`src/design/dcrvc_pkg.sv`:
```
package dcrvc_pkg;
  // timing base
  localparam int CLK_MHZ = 100;
  localparam int PERIOD_MS = 100;
  localparam int PERIOD_CYC = PERIOD_MS * 1000 * CLK_MHZ;
  localparam int WINDOW_US = 1500;
  localparam int WINDOW_CYC = WINDOW_US * CLK_MHZ;
  localparam int SKEW_NS = 400;
  localparam int SKEW_CYC = (SKEW_NS * CLK_MHZ + 999) / 1000;
  localparam int SKEW_W = 6;
  localparam int NSAMP_LOG = 10;
  localparam int ACC_W = 24;
  // voltages are carried in quarter millivolts
  localparam logic [15:0] LSB_Q = 16'h0019; // one reading step, 6.25 mV
  localparam logic [15:0] CAP_Q = 16'h18CE; // 1.5875 V
  localparam logic [15:0] VBASE_Q = 16'h1900;
  localparam logic [15:0] VBASE_LOW_Q = 16'h1400;
  localparam logic [15:0] STEP_COARSE_Q = 16'h0032;
  localparam logic [15:0] STEP_FINE_Q = 16'h0019;
  localparam logic [5:0] OFF_CODE6 = 6'h3F;
  localparam logic [6:0] OFF_CODE7 = 7'h00;
  // register byte offsets
  localparam logic [7:0] A_CTRL = 8'h00;
  localparam logic [7:0] A_OFFS = 8'h04;
  localparam logic [7:0] A_SLIM = 8'h08;
  localparam logic [7:0] A_STAT = 8'h0C;
  localparam logic [7:0] A_MASK = 8'h10;
  localparam logic [7:0] A_INFO = 8'h14;
  localparam logic [7:0] A_TEMP = 8'h18;
  localparam logic [3:0] CTRL_RST = 4'h4;
  localparam logic [15:0] OFFS_RST = 16'h0808;
  localparam logic [31:0] SLIM_RST = 32'h00FF00FF;
  // status bit index inside one cpu group
  localparam int ST_DHI = 0;
  localparam int ST_DLO = 1;
  localparam int ST_SHI = 2;
  localparam int ST_SLO = 3;
  localparam int ST_N = 4;

  typedef enum logic [1:0] {
    SIX_BIT_CODE_MODE = 2'h0,
    EXTENDED_CODE_MODE = 2'h1,
    SEVEN_BIT_CODE_MODE = 2'h3,
    SEVEN_BIT_LOW_MODE = 2'h2
  } dcrvc_mode_e;
  typedef struct packed {
    logic temp_route;
    logic dyn_en;
    dcrvc_mode_e mode;
  } dcrvc_ctrl_s;
  typedef struct packed {
    logic off;
    logic [15:0] volt;
  } dcrvc_vid_s;
  typedef struct packed {
    logic updis;
    logic skip;
  } dcrvc_chk_s;

  function automatic logic [15:0] to_q(input logic [7:0] v);
    to_q = 16'({8'h00, v} * LSB_Q);
  endfunction

  function automatic logic [15:0] sub_sat(input logic [15:0] a, input logic [15:0] b);
    sub_sat = (a > b) ? a - b : 16'h0000;
  endfunction

  // code to voltage per mode
  function automatic dcrvc_vid_s vid_decode(input dcrvc_mode_e m, input logic [6:0] c);
    dcrvc_vid_s r;
    r = '0;
    case (m)
      SIX_BIT_CODE_MODE:
      begin
        r.off = c[5:0] == OFF_CODE6;
        r.volt = sub_sat(VBASE_Q, 16'({10'h000, c[5:0]} * STEP_COARSE_Q));
      end
      EXTENDED_CODE_MODE:
      begin
        r.off = c[5:0] == OFF_CODE6;
        r.volt = sub_sat(VBASE_Q, 16'({10'h000, c[5:0]} * STEP_COARSE_Q)
                 + (c[6] ? STEP_FINE_Q : 16'h0000));
      end
      SEVEN_BIT_CODE_MODE:
      begin
        r.off = c == OFF_CODE7;
        r.volt = sub_sat(VBASE_Q, 16'({9'h000, c} * STEP_FINE_Q));
      end
      default:
      begin
        r.off = c == OFF_CODE7;
        r.volt = sub_sat(VBASE_LOW_Q, 16'({9'h000, c} * STEP_FINE_Q));
      end
    endcase
    vid_decode = r;
  endfunction
endpackage

```
`src/design/dcrvc_top.sv`:
```
// Design decisions made here: the placing of the registers and the AHB-Lite slave port.
`timescale 1ns/1ps
module dcrvc_top #(
  parameter int PERIOD_CYCLES = dcrvc_pkg::PERIOD_CYC,
  parameter int WINDOW_CYCLES = dcrvc_pkg::WINDOW_CYC
) (
  input wire logic hclk,
  input wire logic hresetn,
  input wire logic hsel,
  input wire logic [31:0] haddr,
  input wire logic [1:0] htrans,
  input wire logic hwrite,
  input wire logic [2:0] hsize,
  input wire logic [31:0] hwdata,
  input wire logic hready,
  output logic hreadyout,
  output logic hresp,
  output logic [31:0] hrdata,
  input wire logic [5:0] cpu1_voltage_code_bus,
  input wire logic [5:0] cpu2_voltage_code_bus,
  input wire logic cpu1_seventh_voltage_code_bit,
  input wire logic cpu2_seventh_voltage_code_bit,
  input wire logic [7:0] cpu1_core_rail_input,
  input wire logic [7:0] cpu2_core_rail_input,
  input wire logic [7:0] mid_scale_analog_input,
  input wire logic [7:0] quarter_scale_analog_input,
  output logic [7:0] mid_scale_temp,
  output logic [7:0] quarter_scale_temp,
  output logic irq
);
  import dcrvc_pkg::*;

  localparam int NSAMP = 1 << NSAMP_LOG;
  localparam int SAMP_CYC = (WINDOW_CYCLES / NSAMP > 0) ? WINDOW_CYCLES / NSAMP : 1;
  localparam int WIN_START = PERIOD_CYCLES - SAMP_CYC * NSAMP;
  localparam int PW = $clog2(PERIOD_CYCLES + 1);
  localparam int SW = $clog2(SAMP_CYC + 1);

  // filtered codes, bit 6 is the seventh pin
  logic [1:0][6:0] code;

  dcrvc_vid_filter u_filt1 (
    .clk(hclk),
    .rst_n(hresetn),
    .pin_code({cpu1_seventh_voltage_code_bit, cpu1_voltage_code_bus}),
    .stable_code(code[0])
  );

  dcrvc_vid_filter u_filt2 (
    .clk(hclk),
    .rst_n(hresetn),
    .pin_code({cpu2_seventh_voltage_code_bit, cpu2_voltage_code_bus}),
    .stable_code(code[1])
  );

  // software state
  dcrvc_ctrl_s ctrl;
  dcrvc_ctrl_s next_ctrl;
  logic [15:0] offs;
  logic [15:0] next_offs;
  logic [31:0] slim;
  logic [31:0] next_slim;
  logic [7:0] stat;
  logic [7:0] next_stat;
  logic [7:0] mask;
  logic [7:0] next_mask;
  logic [7:0] addr_q;
  logic [7:0] next_addr_q;
  logic wr_q;
  logic next_wr_q;
  logic [31:0] next_hrdata;
  logic next_irq;
  // measurement state
  logic [PW-1:0] pcnt;
  logic [PW-1:0] next_pcnt;
  logic [SW-1:0] scnt;
  logic [SW-1:0] next_scnt;
  logic [1:0][ACC_W-1:0] acc;
  logic [1:0][ACC_W-1:0] next_acc;
  logic [1:0] skip;
  logic [1:0] next_skip;
  logic cmp_go;
  logic next_cmp_go;
  logic [1:0] gp;
  logic [1:0] next_gp;
  dcrvc_chk_s [1:0] chk;
  dcrvc_chk_s [1:0] next_chk;
  logic [7:0] next_mid;
  logic [7:0] next_quarter;
  // comparison terms
  logic in_win;
  logic smp;
  logic [7:0] ev;
  logic [1:0][7:0] rd;
  logic [1:0][15:0] rdq;
  logic [1:0][15:0] avg;
  logic [1:0][15:0] upper;
  logic [1:0][15:0] lowq;
  logic [1:0] updis;
  logic [1:0] dchk;
  logic ap;
  dcrvc_vid_s [1:0] dec;

  assign hreadyout = 1'b1;
  assign hresp = 1'b0;
  assign rd[0] = cpu1_core_rail_input;
  assign rd[1] = cpu2_core_rail_input;

  // decoded codes, kept in a net so no member is picked off a call result
  assign dec[0] = vid_decode(ctrl.mode, code[0]);
  assign dec[1] = vid_decode(ctrl.mode, code[1]);

  // limits and events for both rails, valid in the compare cycle
  always_comb
  begin
    ev = '0;
    for (int c = 0; c < 2; c++)
    begin
      rdq[c] = to_q(rd[c]);
      avg[c] = 16'(acc[c] >> NSAMP_LOG);
      upper[c] = avg[c] + to_q(offs[7:0]);
      lowq[c] = rdq[c] + to_q(offs[15:8]);
      updis[c] = upper[c] > CAP_Q;
      dchk[c] = cmp_go && ctrl.dyn_en && !skip[c];
      ev[c*ST_N+ST_DHI] = dchk[c] && !updis[c] && rdq[c] > upper[c];
      ev[c*ST_N+ST_DLO] = dchk[c] && lowq[c] < avg[c];
      // static checks use raw readings and ignore the dynamic path
      ev[c*ST_N+ST_SHI] = cmp_go && rd[c] > slim[c*16+:8];
      ev[c*ST_N+ST_SLO] = cmp_go && rd[c] < slim[c*16+8+:8];
    end
  end

  // period timer, sampling divider and code averaging
  always_comb
  begin
    in_win = pcnt >= PW'(WIN_START);
    smp = in_win && scnt == SW'(SAMP_CYC - 1);
    next_pcnt = (pcnt == PW'(PERIOD_CYCLES - 1)) ? '0 : pcnt + 1'b1;
    next_cmp_go = pcnt == PW'(PERIOD_CYCLES - 1);
    next_scnt = (!in_win || smp) ? '0 : scnt + 1'b1;
    next_acc = acc;
    next_skip = skip;
    next_chk = chk;
    next_gp = '0;
    next_mid = mid_scale_temp;
    next_quarter = quarter_scale_temp;
    if (cmp_go)
    begin
      next_acc = '0;
      next_skip = '0;
      for (int c = 0; c < 2; c++)
      begin
        next_chk[c].updis = updis[c];
        next_chk[c].skip = skip[c];
      end
      // signed form only when the input feeds fan control
      next_mid = {mid_scale_analog_input[7] ^ ctrl.temp_route,
                  mid_scale_analog_input[6:0]};
      next_quarter = {quarter_scale_analog_input[7] ^ ctrl.temp_route,
                      quarter_scale_analog_input[6:0]};
    end
    for (int c = 0; c < 2; c++)
    begin
      if (smp)
        next_acc[c] = next_acc[c] + ACC_W'(dec[c].volt);
      if (in_win && dec[c].off)
        next_skip[c] = 1'b1;
      if (ctrl.mode == SIX_BIT_CODE_MODE)
        next_gp[c] = code[c][6];
    end
  end

  always_ff @(posedge hclk or negedge hresetn)
  begin
    if (!hresetn)
    begin
      pcnt <= '0;
      scnt <= '0;
      acc <= '0;
      skip <= '0;
      cmp_go <= 1'b0;
      chk <= '0;
      gp <= '0;
      mid_scale_temp <= '0;
      quarter_scale_temp <= '0;
    end
    else
    begin
      pcnt <= next_pcnt;
      scnt <= next_scnt;
      acc <= next_acc;
      skip <= next_skip;
      cmp_go <= next_cmp_go;
      chk <= next_chk;
      gp <= next_gp;
      mid_scale_temp <= next_mid;
      quarter_scale_temp <= next_quarter;
    end
  end

  // bus slave, zero wait; read data comes from post-write values
  always_comb
  begin
    ap = hsel && htrans[1] && hready;
    next_addr_q = ap ? haddr[7:0] : addr_q;
    next_wr_q = ap && hwrite;
    next_ctrl = ctrl;
    next_offs = offs;
    next_slim = slim;
    next_mask = mask;
    next_stat = stat | ev;
    if (wr_q)
    begin
      case (addr_q)
        A_CTRL: next_ctrl = dcrvc_ctrl_s'(hwdata[3:0]);
        A_OFFS: next_offs = hwdata[15:0];
        A_SLIM: next_slim = hwdata;
        A_STAT: next_stat = (stat & ~hwdata[7:0]) | ev;
        A_MASK: next_mask = hwdata[7:0];
        default: next_mask = mask;
      endcase
    end
    next_hrdata = hrdata;
    if (ap && !hwrite)
    begin
      case (haddr[7:0])
        A_CTRL: next_hrdata = {28'h0000000, next_ctrl};
        A_OFFS: next_hrdata = {16'h0000, next_offs};
        A_SLIM: next_hrdata = next_slim;
        A_STAT: next_hrdata = {24'h000000, next_stat};
        A_MASK: next_hrdata = {24'h000000, next_mask};
        A_INFO: next_hrdata = {10'h000, chk[1].updis, chk[0].updis, chk[1].skip,
                               chk[0].skip, gp, 1'b0, code[1], 1'b0, code[0]};
        A_TEMP: next_hrdata = {16'h0000, quarter_scale_temp, mid_scale_temp};
        default: next_hrdata = 32'h00000000;
      endcase
    end
    next_irq = |(next_stat & next_mask);
  end

  always_ff @(posedge hclk or negedge hresetn)
  begin
    if (!hresetn)
    begin
      ctrl <= dcrvc_ctrl_s'(CTRL_RST);
      offs <= OFFS_RST;
      slim <= SLIM_RST;
      stat <= '0;
      mask <= '0;
      addr_q <= '0;
      wr_q <= 1'b0;
      hrdata <= '0;
      irq <= 1'b0;
    end
    else
    begin
      ctrl <= next_ctrl;
      offs <= next_offs;
      slim <= next_slim;
      stat <= next_stat;
      mask <= next_mask;
      addr_q <= next_addr_q;
      wr_q <= next_wr_q;
      hrdata <= next_hrdata;
      irq <= next_irq;
    end
  end

  // checker helper: samples taken in the current window
  logic [NSAMP_LOG:0] nsmp;

  always_ff @(posedge hclk or negedge hresetn)
  begin
    if (!hresetn)
      nsmp <= '0;
    else if (cmp_go)
      nsmp <= '0;
    else if (smp)
      nsmp <= nsmp + 1'b1;
  end

  AST_WINDOW_SAMPLES: assert property (@(posedge hclk) disable iff (!hresetn)
    cmp_go |-> nsmp == (NSAMP_LOG + 1)'(NSAMP))
    else $error("window did not take the full sample count");

  AST_PERIOD_SPACING: assert property (@(posedge hclk) disable iff (!hresetn)
    cmp_go |=> !cmp_go [*8])
    else $error("compare cycles too close together");

  AST_EVENT_ONLY_AT_COMPARE: assert property (@(posedge hclk) disable iff (!hresetn)
    (stat & ~$past(stat)) != 8'h00 |-> $past(cmp_go))
    else $error("status bit rose outside a compare cycle");

  AST_UPPER_EVENT: assert property (@(posedge hclk) disable iff (!hresetn)
    cmp_go && ctrl.dyn_en && !skip[0] && !updis[0] && rdq[0] > upper[0]
    |=> stat[ST_DHI])
    else $error("rail above upper limit not flagged");

  AST_LOWER_EVENT: assert property (@(posedge hclk) disable iff (!hresetn)
    cmp_go && ctrl.dyn_en && !skip[1] && lowq[1] < avg[1]
    |=> stat[ST_N+ST_DLO])
    else $error("rail below lower limit not flagged");

  AST_CAP_DISABLES_UPPER: assert property (@(posedge hclk) disable iff (!hresetn)
    cmp_go && upper[0] > CAP_Q |-> !ev[ST_DHI])
    else $error("upper check ran above the cap");

  AST_OFF_SKIPS: assert property (@(posedge hclk) disable iff (!hresetn)
    cmp_go && skip[1] |-> ev[ST_N+ST_DHI+:2] == 2'b00)
    else $error("dynamic check ran in an off window");

  AST_STATIC_INDEPENDENT: assert property (@(posedge hclk) disable iff (!hresetn)
    cmp_go && cpu1_core_rail_input > slim[7:0] |=> stat[ST_SHI])
    else $error("static high not flagged");

  AST_STICKY: assert property (@(posedge hclk) disable iff (!hresetn)
    stat[ST_DLO] && !(wr_q && addr_q == A_STAT && hwdata[ST_DLO]) |=> stat[ST_DLO])
    else $error("sticky flag dropped without a clear");

  AST_IRQ_LEVEL: assert property (@(posedge hclk) disable iff (!hresetn)
    irq == |(stat & mask))
    else $error("interrupt level disagrees with masked status");

  COV_UPPER: cover property (@(posedge hclk) disable iff (!hresetn)
    cmp_go && ev[ST_DHI]);
  COV_SKIP: cover property (@(posedge hclk) disable iff (!hresetn)
    cmp_go && skip[0]);
  COV_CAP_LOWER: cover property (@(posedge hclk) disable iff (!hresetn)
    cmp_go && updis[0] && ev[ST_DLO]);
  COV_STATIC_LOW: cover property (@(posedge hclk) disable iff (!hresetn)
    cmp_go && ev[ST_N+ST_SLO]);
endmodule

```
`src/design/dcrvc_vid_filter.sv`:
```
`timescale 1ns/1ps
module dcrvc_vid_filter (
  input wire logic clk,
  input wire logic rst_n,
  input wire logic [6:0] pin_code,
  output logic [6:0] stable_code
);
  import dcrvc_pkg::*;

  logic [6:0] meta;
  logic [6:0] sync;
  logic [6:0] last;
  logic [6:0] next_code;
  logic [SKEW_W-1:0] cnt;
  logic [SKEW_W-1:0] next_cnt;

  // a code counts only after standing still for the skew time;
  // the skew time is far below the fastest legal code change
  always_comb
  begin
    next_cnt = cnt;
    next_code = stable_code;
    if (sync != last)
      next_cnt = '0;
    else if (cnt == SKEW_W'(SKEW_CYC - 1))
      next_code = sync;
    else
      next_cnt = cnt + 1'b1;
  end

  // pins pass two flops before anything reads them
  always_ff @(posedge clk or negedge rst_n)
  begin
    if (!rst_n)
    begin
      meta <= '0;
      sync <= '0;
      last <= '0;
      cnt <= '0;
      stable_code <= '0;
    end
    else
    begin
      meta <= pin_code;
      sync <= meta;
      last <= sync;
      cnt <= next_cnt;
      stable_code <= next_code;
    end
  end
endmodule

```
`config.mk`:
```
export PLATFORM = sky130hd
export DESIGN_NAME = dcrvc_top
export DESIGN_NICKNAME = d
export VERILOG_FILES = /design/src/design/dcrvc_pkg.sv /design/src/design/dcrvc_top.sv /design/src/design/dcrvc_vid_filter.sv
export SDC_FILE = /design/constraint.sdc
export NUM_CORES = 1
export LEC_CHECK = 0
export BUFFER_PORTS_ARGS = -buffer_cell sky130_fd_sc_hd__buf_2
export CORE_MARGIN = 2
export CORE_UTILIZATION = 57
export CTS_CLUSTER_SIZE = 8
export DETAILED_ROUTE_END_ITERATION = 8
export PLACE_DENSITY = 0.9
export SLEW_MARGIN = 20
export SYNTH_ARGS = -nofsm -noshare
export SYNTH_HDL_FRONTEND = slang
export SYNTH_HIERARCHICAL = 1
export SYNTH_SLANG_ARGS = --single-unit
```
`constraint.sdc`:
```
create_clock -name hclk -period 6.18 [get_ports hclk]
set_input_delay 0.618 -clock hclk [delete_from_list [all_inputs] [get_ports hclk]]
set_output_delay 0.618 -clock hclk [all_outputs]
set_load 0.01 [all_outputs]
```
==> results of run 1 <==
-- routing by layer --
metal,wire length [um],share of wire,vias up,global-route usage
met2,33400,0.47,1185,0.529
met1,26500,0.37,10257,0.381
met5,0,0,-,0
met3,6750,0.095,313,0.0685
met4,4150,0.059,0,0.161
li1,-,-,9744,-
-- sequential cells by signal, summed over array words and instances (netlist names), 4 cells and up --
signal / flops
acc: 48
hrdata: 32
slim: 32
pcnt: 24
offs: 16
addr_q: 8
mask: 8
mid_scale_temp: 8
quarter_scale_temp: 8
scnt: 8
stat: 8
u_filt1/last: 7
u_filt1/meta: 7
u_filt1/stable_code: 7
u_filt1/sync: 7
u_filt2/last: 7
u_filt2/meta: 7
u_filt2/stable_code: 7
u_filt2/sync: 7
u_filt1/cnt: 6
u_filt2/cnt: 6
chk: 4
ctrl: 4
-- cell type report --
| type | instances | area [um^2] | area share |
|---|---|---|---|
| diodes | 4 | 10.0 | 0.000367 |
| clock buffers | 72 | 1140 | 0.0419 |
| well taps | 539 | 674 | 0.0247 |
| repair buffers | 212 | 1270 | 0.0464 |
| multi-input cells | 2070 | 16400 | 0.600 |
| inverters | 166 | 623 | 0.0228 |
| clock inverters | 4 | 96.3 | 0.00353 |
| flip-flops and latches | 283 | 7110 | 0.260 |
-- worst reg2reg max path: cells and delay by family, from the launching register on --
| kind | cells | cell delay [ps] |
|---|---|---|
| AND/OR/NAND/NOR | 4 | 1000 |
| AO/OA/AOI/OAI | 11 | 2340 |
| flip-flops | 1 | 480 |
| multiplexers | 1 | 280 |
| buffers and inverters | 2 | 280 |
| adder cells (fa/ha/maj) | 5 | 1600 |
-- Yosys cell counts (30+ instances only) --
master	number
xnor2_1	139
o21ai_0	115
nor2b_1	54
inv_1	164
nand4_1	30
nor3_1	61
nand3_1	58
a21o_1	45
mux2_2	59
dfrtp_1	264
a21oi_1	133
xor2_1	87
ha_1	369
nand2_1	210
nor2_1	187
clkbuf_1	53
-- power by group through the flow --
stage	Clock, mW	Sequential (mW)	Combinational [mW]
2_1_floorplan	0	1.98	2.66
3_3_place_gp	0	1.98	3.47
3_5_place_dp	0	1.99	3.64
4_1_cts	2.18	1.96	3.70
5_1_grt	2.26	1.97	4.32
6_report	2.18	1.96	3.93
-- repair_timing --
item | CTS | global route
gates resized for setup | 3 | 62
setup buffers | 0 | 11
endpoints found under the hold margin | 50 | 0
endpoints found under the setup margin | 4 | 24
pin swaps | 0 | 23
hold buffers | 1 | 0
-- path summary, 6_finish.rpt --
path | cells past startpoint | start | end | slack [ps]
max reg2reg | 23 | u_filt2/stable_code[5]$_DFFE_PN0P_ | acc[44]$_DFF_PN0_ | 130
max in group asynchronous | 3 | hresetn | cmp_go$_DFF_PN0_ | 4210
max | 23 | u_filt2/stable_code[5]$_DFFE_PN0P_ | acc[44]$_DFF_PN0_ | 130
min in group asynchronous | 2 | hresetn | u_filt2/cnt[1]$_DFFE_PN0P_ | 580
min reg2reg | 0 | u_filt2/meta[6]$_DFF_PN0_ | u_filt2/sync[6]$_DFF_PN0_ | 340
min | 1 | cpu2_voltage_code_bus[5] | u_filt2/meta[5]$_DFF_PN0_ | 180
-- cells by family after synthesis --
kind of cell | share of synthesized area
muxes | 0.0367
AOI/OAI and AO/OA | 0.170
buffers and inverters | 0.0393
and+or+nand+nor | 0.160
xor gates and xnor gates | 0.0867
adders and majority gates | 0.211
DFF | 0.296
other | 0.000313
-- placed cells by master (no fill, tap or decap), types with 13 or more instances in the layout --
cell type / n
xnor2_1: 132
a222oi_1: 15
nor2b_1: 54
dfrtp_1: 261
nand2b_1: 23
o21ai_0: 110
mux2_2: 59
xor2_1: 84
ha_1: 358
a31oi_1: 24
buf_4: 70
o21a_1: 26
a21oi_1: 126
or3_1: 19
and3_1: 24
a22oi_1: 14
a21o_1: 45
inv_1: 164
fa_1: 21
nand3_1: 58
nor3_1: 58
dfstp_2: 19
a32o_1: 13
o21ai_1: 25
buf_2: 139
o211ai_1: 15
o21bai_1: 18
nor2_1: 184
nand4_1: 30
a211oi_1: 23
nand2_1: 210
mux2_1: 14
clkbuf_1: 31
clkbuf_16: 41
-- through the flow --
stage                util  TNS, ps  hold WS (ps)  setup slack (ps)
global placement    0.613        0           332               148
CTS                 0.643        0           170              5.57
detailed placement  0.613        0           335              22.2
global route        0.653     -304           173             -78.7
finish              0.654        0           180               127
floorplan               -        0           322               309
==> metrics, run 1 <==
cts bufs inserted between 40 and 50; largest net degree at the start of global routing 160; fin nets 3285; sw frac 0.396; fill count just under 3000; GRT overflow 0; starting density of the core 0.575; Worst EP arrival 6510 ps; P per Cell Area 296 mW/mm^2; fin crit share 0.979; dpl cells 3258; Routed wire per std cell 21.1 um; initial drt markers 2247; initial antenna violation count 3; ys flop type dfrtp_1; hpwl dp 51700 um; register area share after synthesis 0.296; Total Wirelength 70800 um; Non-Filler Instances between 3000 and 4000; clk buf depth 3; Net Switching roughly 3.2 mW; ANT nets after route 0; Max stage delay on crit path around 480 ps; Die W 209 um; CTS tree done; post-synthesis cell count 2588; Max IR drop VDD between 0.0002 and 0.00025 V; Max Fclk 165 MHz; Pins Over Slew Limit 0; #FFs+latches synth 283; Clock Pin Slew Worst Setup and Hold Paths 50 ps; asr flop ratio synth 1.00; mean post-synth cell area 9.28 um^2; Area after DPL 0.0256 mm^2; netlist area before placement ~0.024 mm^2; outcome complete, no violations; DRC violation count after routing 0; row cnt 75; die area about 0.044 mm^2; worst slew pin tran about 1000 ps; Reg power frac 0.243; die height ~210 um; CP max-delay cell dfrtp_2; Startpoint Class register; family with the most delay on the worst path compound AO/OA/AOI/OAI gates; layout cell share with drive strength beyond 1 0.158; TritonCTS Sinks 283; Clock Skew 23.7 ps; first-pass GRT wire length between 100000 and 150000 um; worst hold-check path type primary input to register; distinct cell type count after synthesis around 110; clock power share 0.270; Comb pwr share 0.487; total power 8.07 mW; Via density 6.42; Worst EP required 6640 ps; P_leak 13.4 nW; Synth area leaders dfrtp_1, ha_1, xnor2_1; GRT Total Usage 0.314; vias in the first global route about 22000; CP dominant cell by count ha_1; biggest area consumer among synthesized cells dfrtp_1; crit end category register; via count 21499; WP buf/inv 2; DR pass1 iterations 9; worst-skew pair later-pin latency between 500 and 600 ps; YS warnings 6; CP cell instances inv_1 -> ha_1 -> ha_1 -> ha_1 -> ha_2 -> nor2_1 -> mux2_2 -> a311oi_1 -> o311ai_2 -> nand4_2 -> and2_1 -> a22oi_1 -> o21ai_1 -> fa_1 -> a21oi_1 -> o22ai_1 -> o22ai_1 -> o21ai_1 -> a221o_1 -> a31oi_1 -> buf_4 -> or4_1 -> a21oi_1; share of the synthesized area in the top cell type 0.275; IO buf count 140; MaxCap Viol Count 0; io pins between 150 and 200; final setup violation count 0; CP Class register to register; core area 0.0418 mm^2; synthesis-to-finish area growth 13.6%; Placer Congestion 0.981; P_int 4.87 mW; Max H-tree Level 2; CP max FO 8; Root Buffer clkbuf_16; Post-synth EDFFs 0; Rel. slew slack 0.343; Design Area, Final 0.0273 mm^2; Final min period 6050 ps; Fin. Hold Viols 0
No activity file was read; power rests on OpenSTA's default activity.
==> inputs of run 2 (changes only) <==
--- a/config.mk
+++ b/config.mk
@@ -6,6 +6,7 @@
 export NUM_CORES = 1
 export LEC_CHECK = 0
 export BUFFER_PORTS_ARGS = -buffer_cell sky130_fd_sc_hd__buf_2
+export CORE_ASPECT_RATIO = 0.8
 export CORE_MARGIN = 2
 export CORE_UTILIZATION = 57
 export CTS_CLUSTER_SIZE = 8
==> run 2 against run 1 <==
Cell count rose by 1.4%; non-clock buffer count rose by 39; register-to-register slack barely moved; sequential share of layout area fell by 0.30 points; routed wire length rose by 0.57%.
==> metrics, run 2 (synthesis gave the netlist of run 1 again) <==
P_int 4.95 mW (+1.6%); hold slack 149 ps (-31.3 ps); Hold-fix buffers, CTS 0 (-1); die height 188 um (-10%); Top Registers acc x48, hrdata x32, slim x32; reg2reg start u_filt2/stable_code[5]$_DFFE_PN0P_; Max stage delay on crit path 480 ps (about the same); commonest non-fill, non-tap cell in the layout ha_1; Rel. slew slack 0.279 (-0.0640); unrepaired setup endpoints after global routing true; Placer Congestion 1.00 (+2.0%); GRT overflow 0 (unchanged); Non-Filler Instances 3396 (+1.4%); Clock Pin Slew Worst Setup and Hold Paths 60 ps (about the same); Total Wirelength 71200 um (+0.57%); CTS tree done; Top reg by flops acc; MaxCap Viol Count 0 (unchanged); Die W 234 um (+12%); R2R depth 24 (+4.3%); Final min period 6040 ps (-12.0 ps); Max H-tree Level 2 (unchanged); via count 21553 (+0.25%); initial antenna violation count 2 (-1); CP dominant cell by count ha_1; Clock Skew 26.4 ps (+2.70 ps); Max Fclk 166 MHz (+0.20%); Startpoint Class register; initial drt markers 2182 (-2.9%); R2R Path End acc[44]$_DFF_PN0_; Fin. Hold Viols 0 (unchanged); worst slew pin tran 1080 ps (+95.8 ps); die area 0.0438 mm^2 (about the same); largest net degree at the start of global routing 159 (-0.63%); Pins Over Slew Limit 0 (unchanged); DRC violation count after routing 0 (unchanged); reg2reg setup slack 140 ps (about the same); ANT nets after route 0 (unchanged); sw frac 0.394 (-0.00150); CP max FO 6 (-2); cts bufs inserted 42 (+2.4%); GRT met2 Usage 0.493 (-0.0359); Net Switching 3.22 mW (+1.0%); row cnt 67 (-11%); Root Buffer clkbuf_16; CP Class register to register; vias in the first global route 21243 (-1.8%); fin crit share 0.977 (-0.00194); P_leak 13.6 nW (+1.6%); Reg power frac 0.240 (-0.003); DR pass1 iterations 7 (-2); worst hold-check path type primary input to async pin; max reg flops 48 (unchanged); CP cell instances inv_1 -> ha_1 -> ha_1 -> ha_1 -> ha_1 -> nor2_1 -> mux2_2 -> a311oi_1 -> o311ai_2 -> nand4_2 -> buf_4 -> nand2_1 -> o21ai_0 -> ha_1 -> fa_1 -> a21oi_1 -> o22ai_1 -> o22ai_1 -> o21ai_2 -> a221o_1 -> a31oi_1 -> buf_4 -> or4_1 -> a21oi_1; IO buf count 140 (unchanged); first-pass GRT wire length 111000 um (-0.30%); hpwl dp 54100 um (+4.7%); clk buf depth 3 (unchanged); GR met3 Demand/Resource 0.0821 (+0.0136); Via density 6.35 (-1.1%); io pins 171 (unchanged); Worst EP arrival 6510 ps (about the same); CP max-delay cell or4_1; most frequent cells in the layout ha_1, dfrtp_1, nand2_1; layout cell share with drive strength beyond 1 0.172 (+0.0142); GRT Total Usage 0.317 (+0.00286); Max IR drop VDD 0.000251 V (+8.7%); core area 0.0417 mm^2 (about the same); clock power share 0.274 (+0.004); met1 Use GR 0.427 (+0.0459); starting density of the core 0.576 (about the same); outcome complete, no violations; final setup violation count 0 (unchanged); crit end category register; TritonCTS Sinks 283 (unchanged); Comb pwr share 0.486 (about the same); Routed wire per std cell 21.0 um (-0.80%); dpl cells 3311 (+1.6%); Worst EP required 6650 ps (about the same); fin nets 3325 (+1.2%); worst-skew pair later-pin latency 570 ps (about the same); synthesis-to-finish area growth 14.9%; P per Cell Area 296 mW/mm^2 (+0.23%); GRT busiest layer met2
==> run 2: worst max path at each step <==
stage               slack (ps)  depth (start not counted)                                from                    end
finish                     140                         24  u_filt2/stable_code[5]$_DFFE_PN0P_      acc[44]$_DFF_PN0_
global route               -70                         26                   offs[3]$_DFF_PN1_  hrdata[0]$_DFFE_PN0P_
CTS                         20                         23  u_filt2/stable_code[1]$_DFFE_PN0P_      acc[45]$_DFF_PN0_
detailed placement          10                         24  u_filt1/stable_code[2]$_DFFE_PN0P_      acc[19]$_DFF_PN0_
global placement           170                         26  u_filt1/stable_code[1]$_DFFE_PN0P_      acc[18]$_DFF_PN0_
floorplan                  310                         23  u_filt1/stable_code[1]$_DFFE_PN0P_      acc[18]$_DFF_PN0_
==> run 2: what timing repair did <==
action / in CTS / in global routing
pin swaps: 1 / 31
setup buffers: 1 / 10
setup endpoints to repair: 9 / 27
gates resized for setup: 7 / 59
==> run 2: area by class of cell <==
class	instances	area [um^2]
Inverter	166	623
Fill cell	3097	14100
Sequential cell	283	7110
Clock buffer	68	1190
Antenna cell	2	5.00
Tap cell	552	691
Clock inverter	4	87.6
Multi-Input combinational cell	2070	16300
Timing Repair Buffer	251	1560
==> run 2: critical path: cells and delay by family, from the launching register on <==
kind / cells / cell delay (ps)
AOI/OAI and AO/OA: 10 / 2250
DFF: 1 / 390
and+or+nand+nor: 4 / 820
adders and majority gates: 6 / 1770
buffers and inverters: 3 / 440
muxes: 1 / 300
==> run 2: through the flow <==
stage / setup TNS [ps] / setup slack, ps / instance area, um^2 / util / power [mW]
final: 0 / 139 / 27600 / 0.661 / 8.18
after global routing: -250 / -71.9 / 27600 / 0.661 / 8.66
after CTS: 0 / 19.2 / 27200 / 0.652 / 7.97
after detailed placement: 0 / 13.2 / 25900 / 0.620 / 5.70
after global placement: 0 / 166 / 25900 / 0.620 / 5.52
after floorplan: 0 / 309 / 24100 / - / 4.64
==> run 2: layer usage <==
metal / routed length (um) / vias to the layer above / part of all wire
met1: 28600 / 10373 / 0.40
met4: 2810 / 0 / 0.039
met2: 31700 / 1136 / 0.45
met3: 8150 / 226 / 0.11
met5: 0 / - / 0
li1: - / 9818 / -
==> run 2: power groups by stage <==
stage | Combinational [mW] | Clock, mW | Sequential (mW)
3_3_place_gp | 3.54 | 0 | 1.99
5_1_grt | 4.36 | 2.33 | 1.97
6_report | 3.97 | 2.24 | 1.96
2_1_floorplan | 2.66 | 0 | 1.98
4_1_cts | 3.76 | 2.25 | 1.96
3_5_place_dp | 3.71 | 0 | 1.99
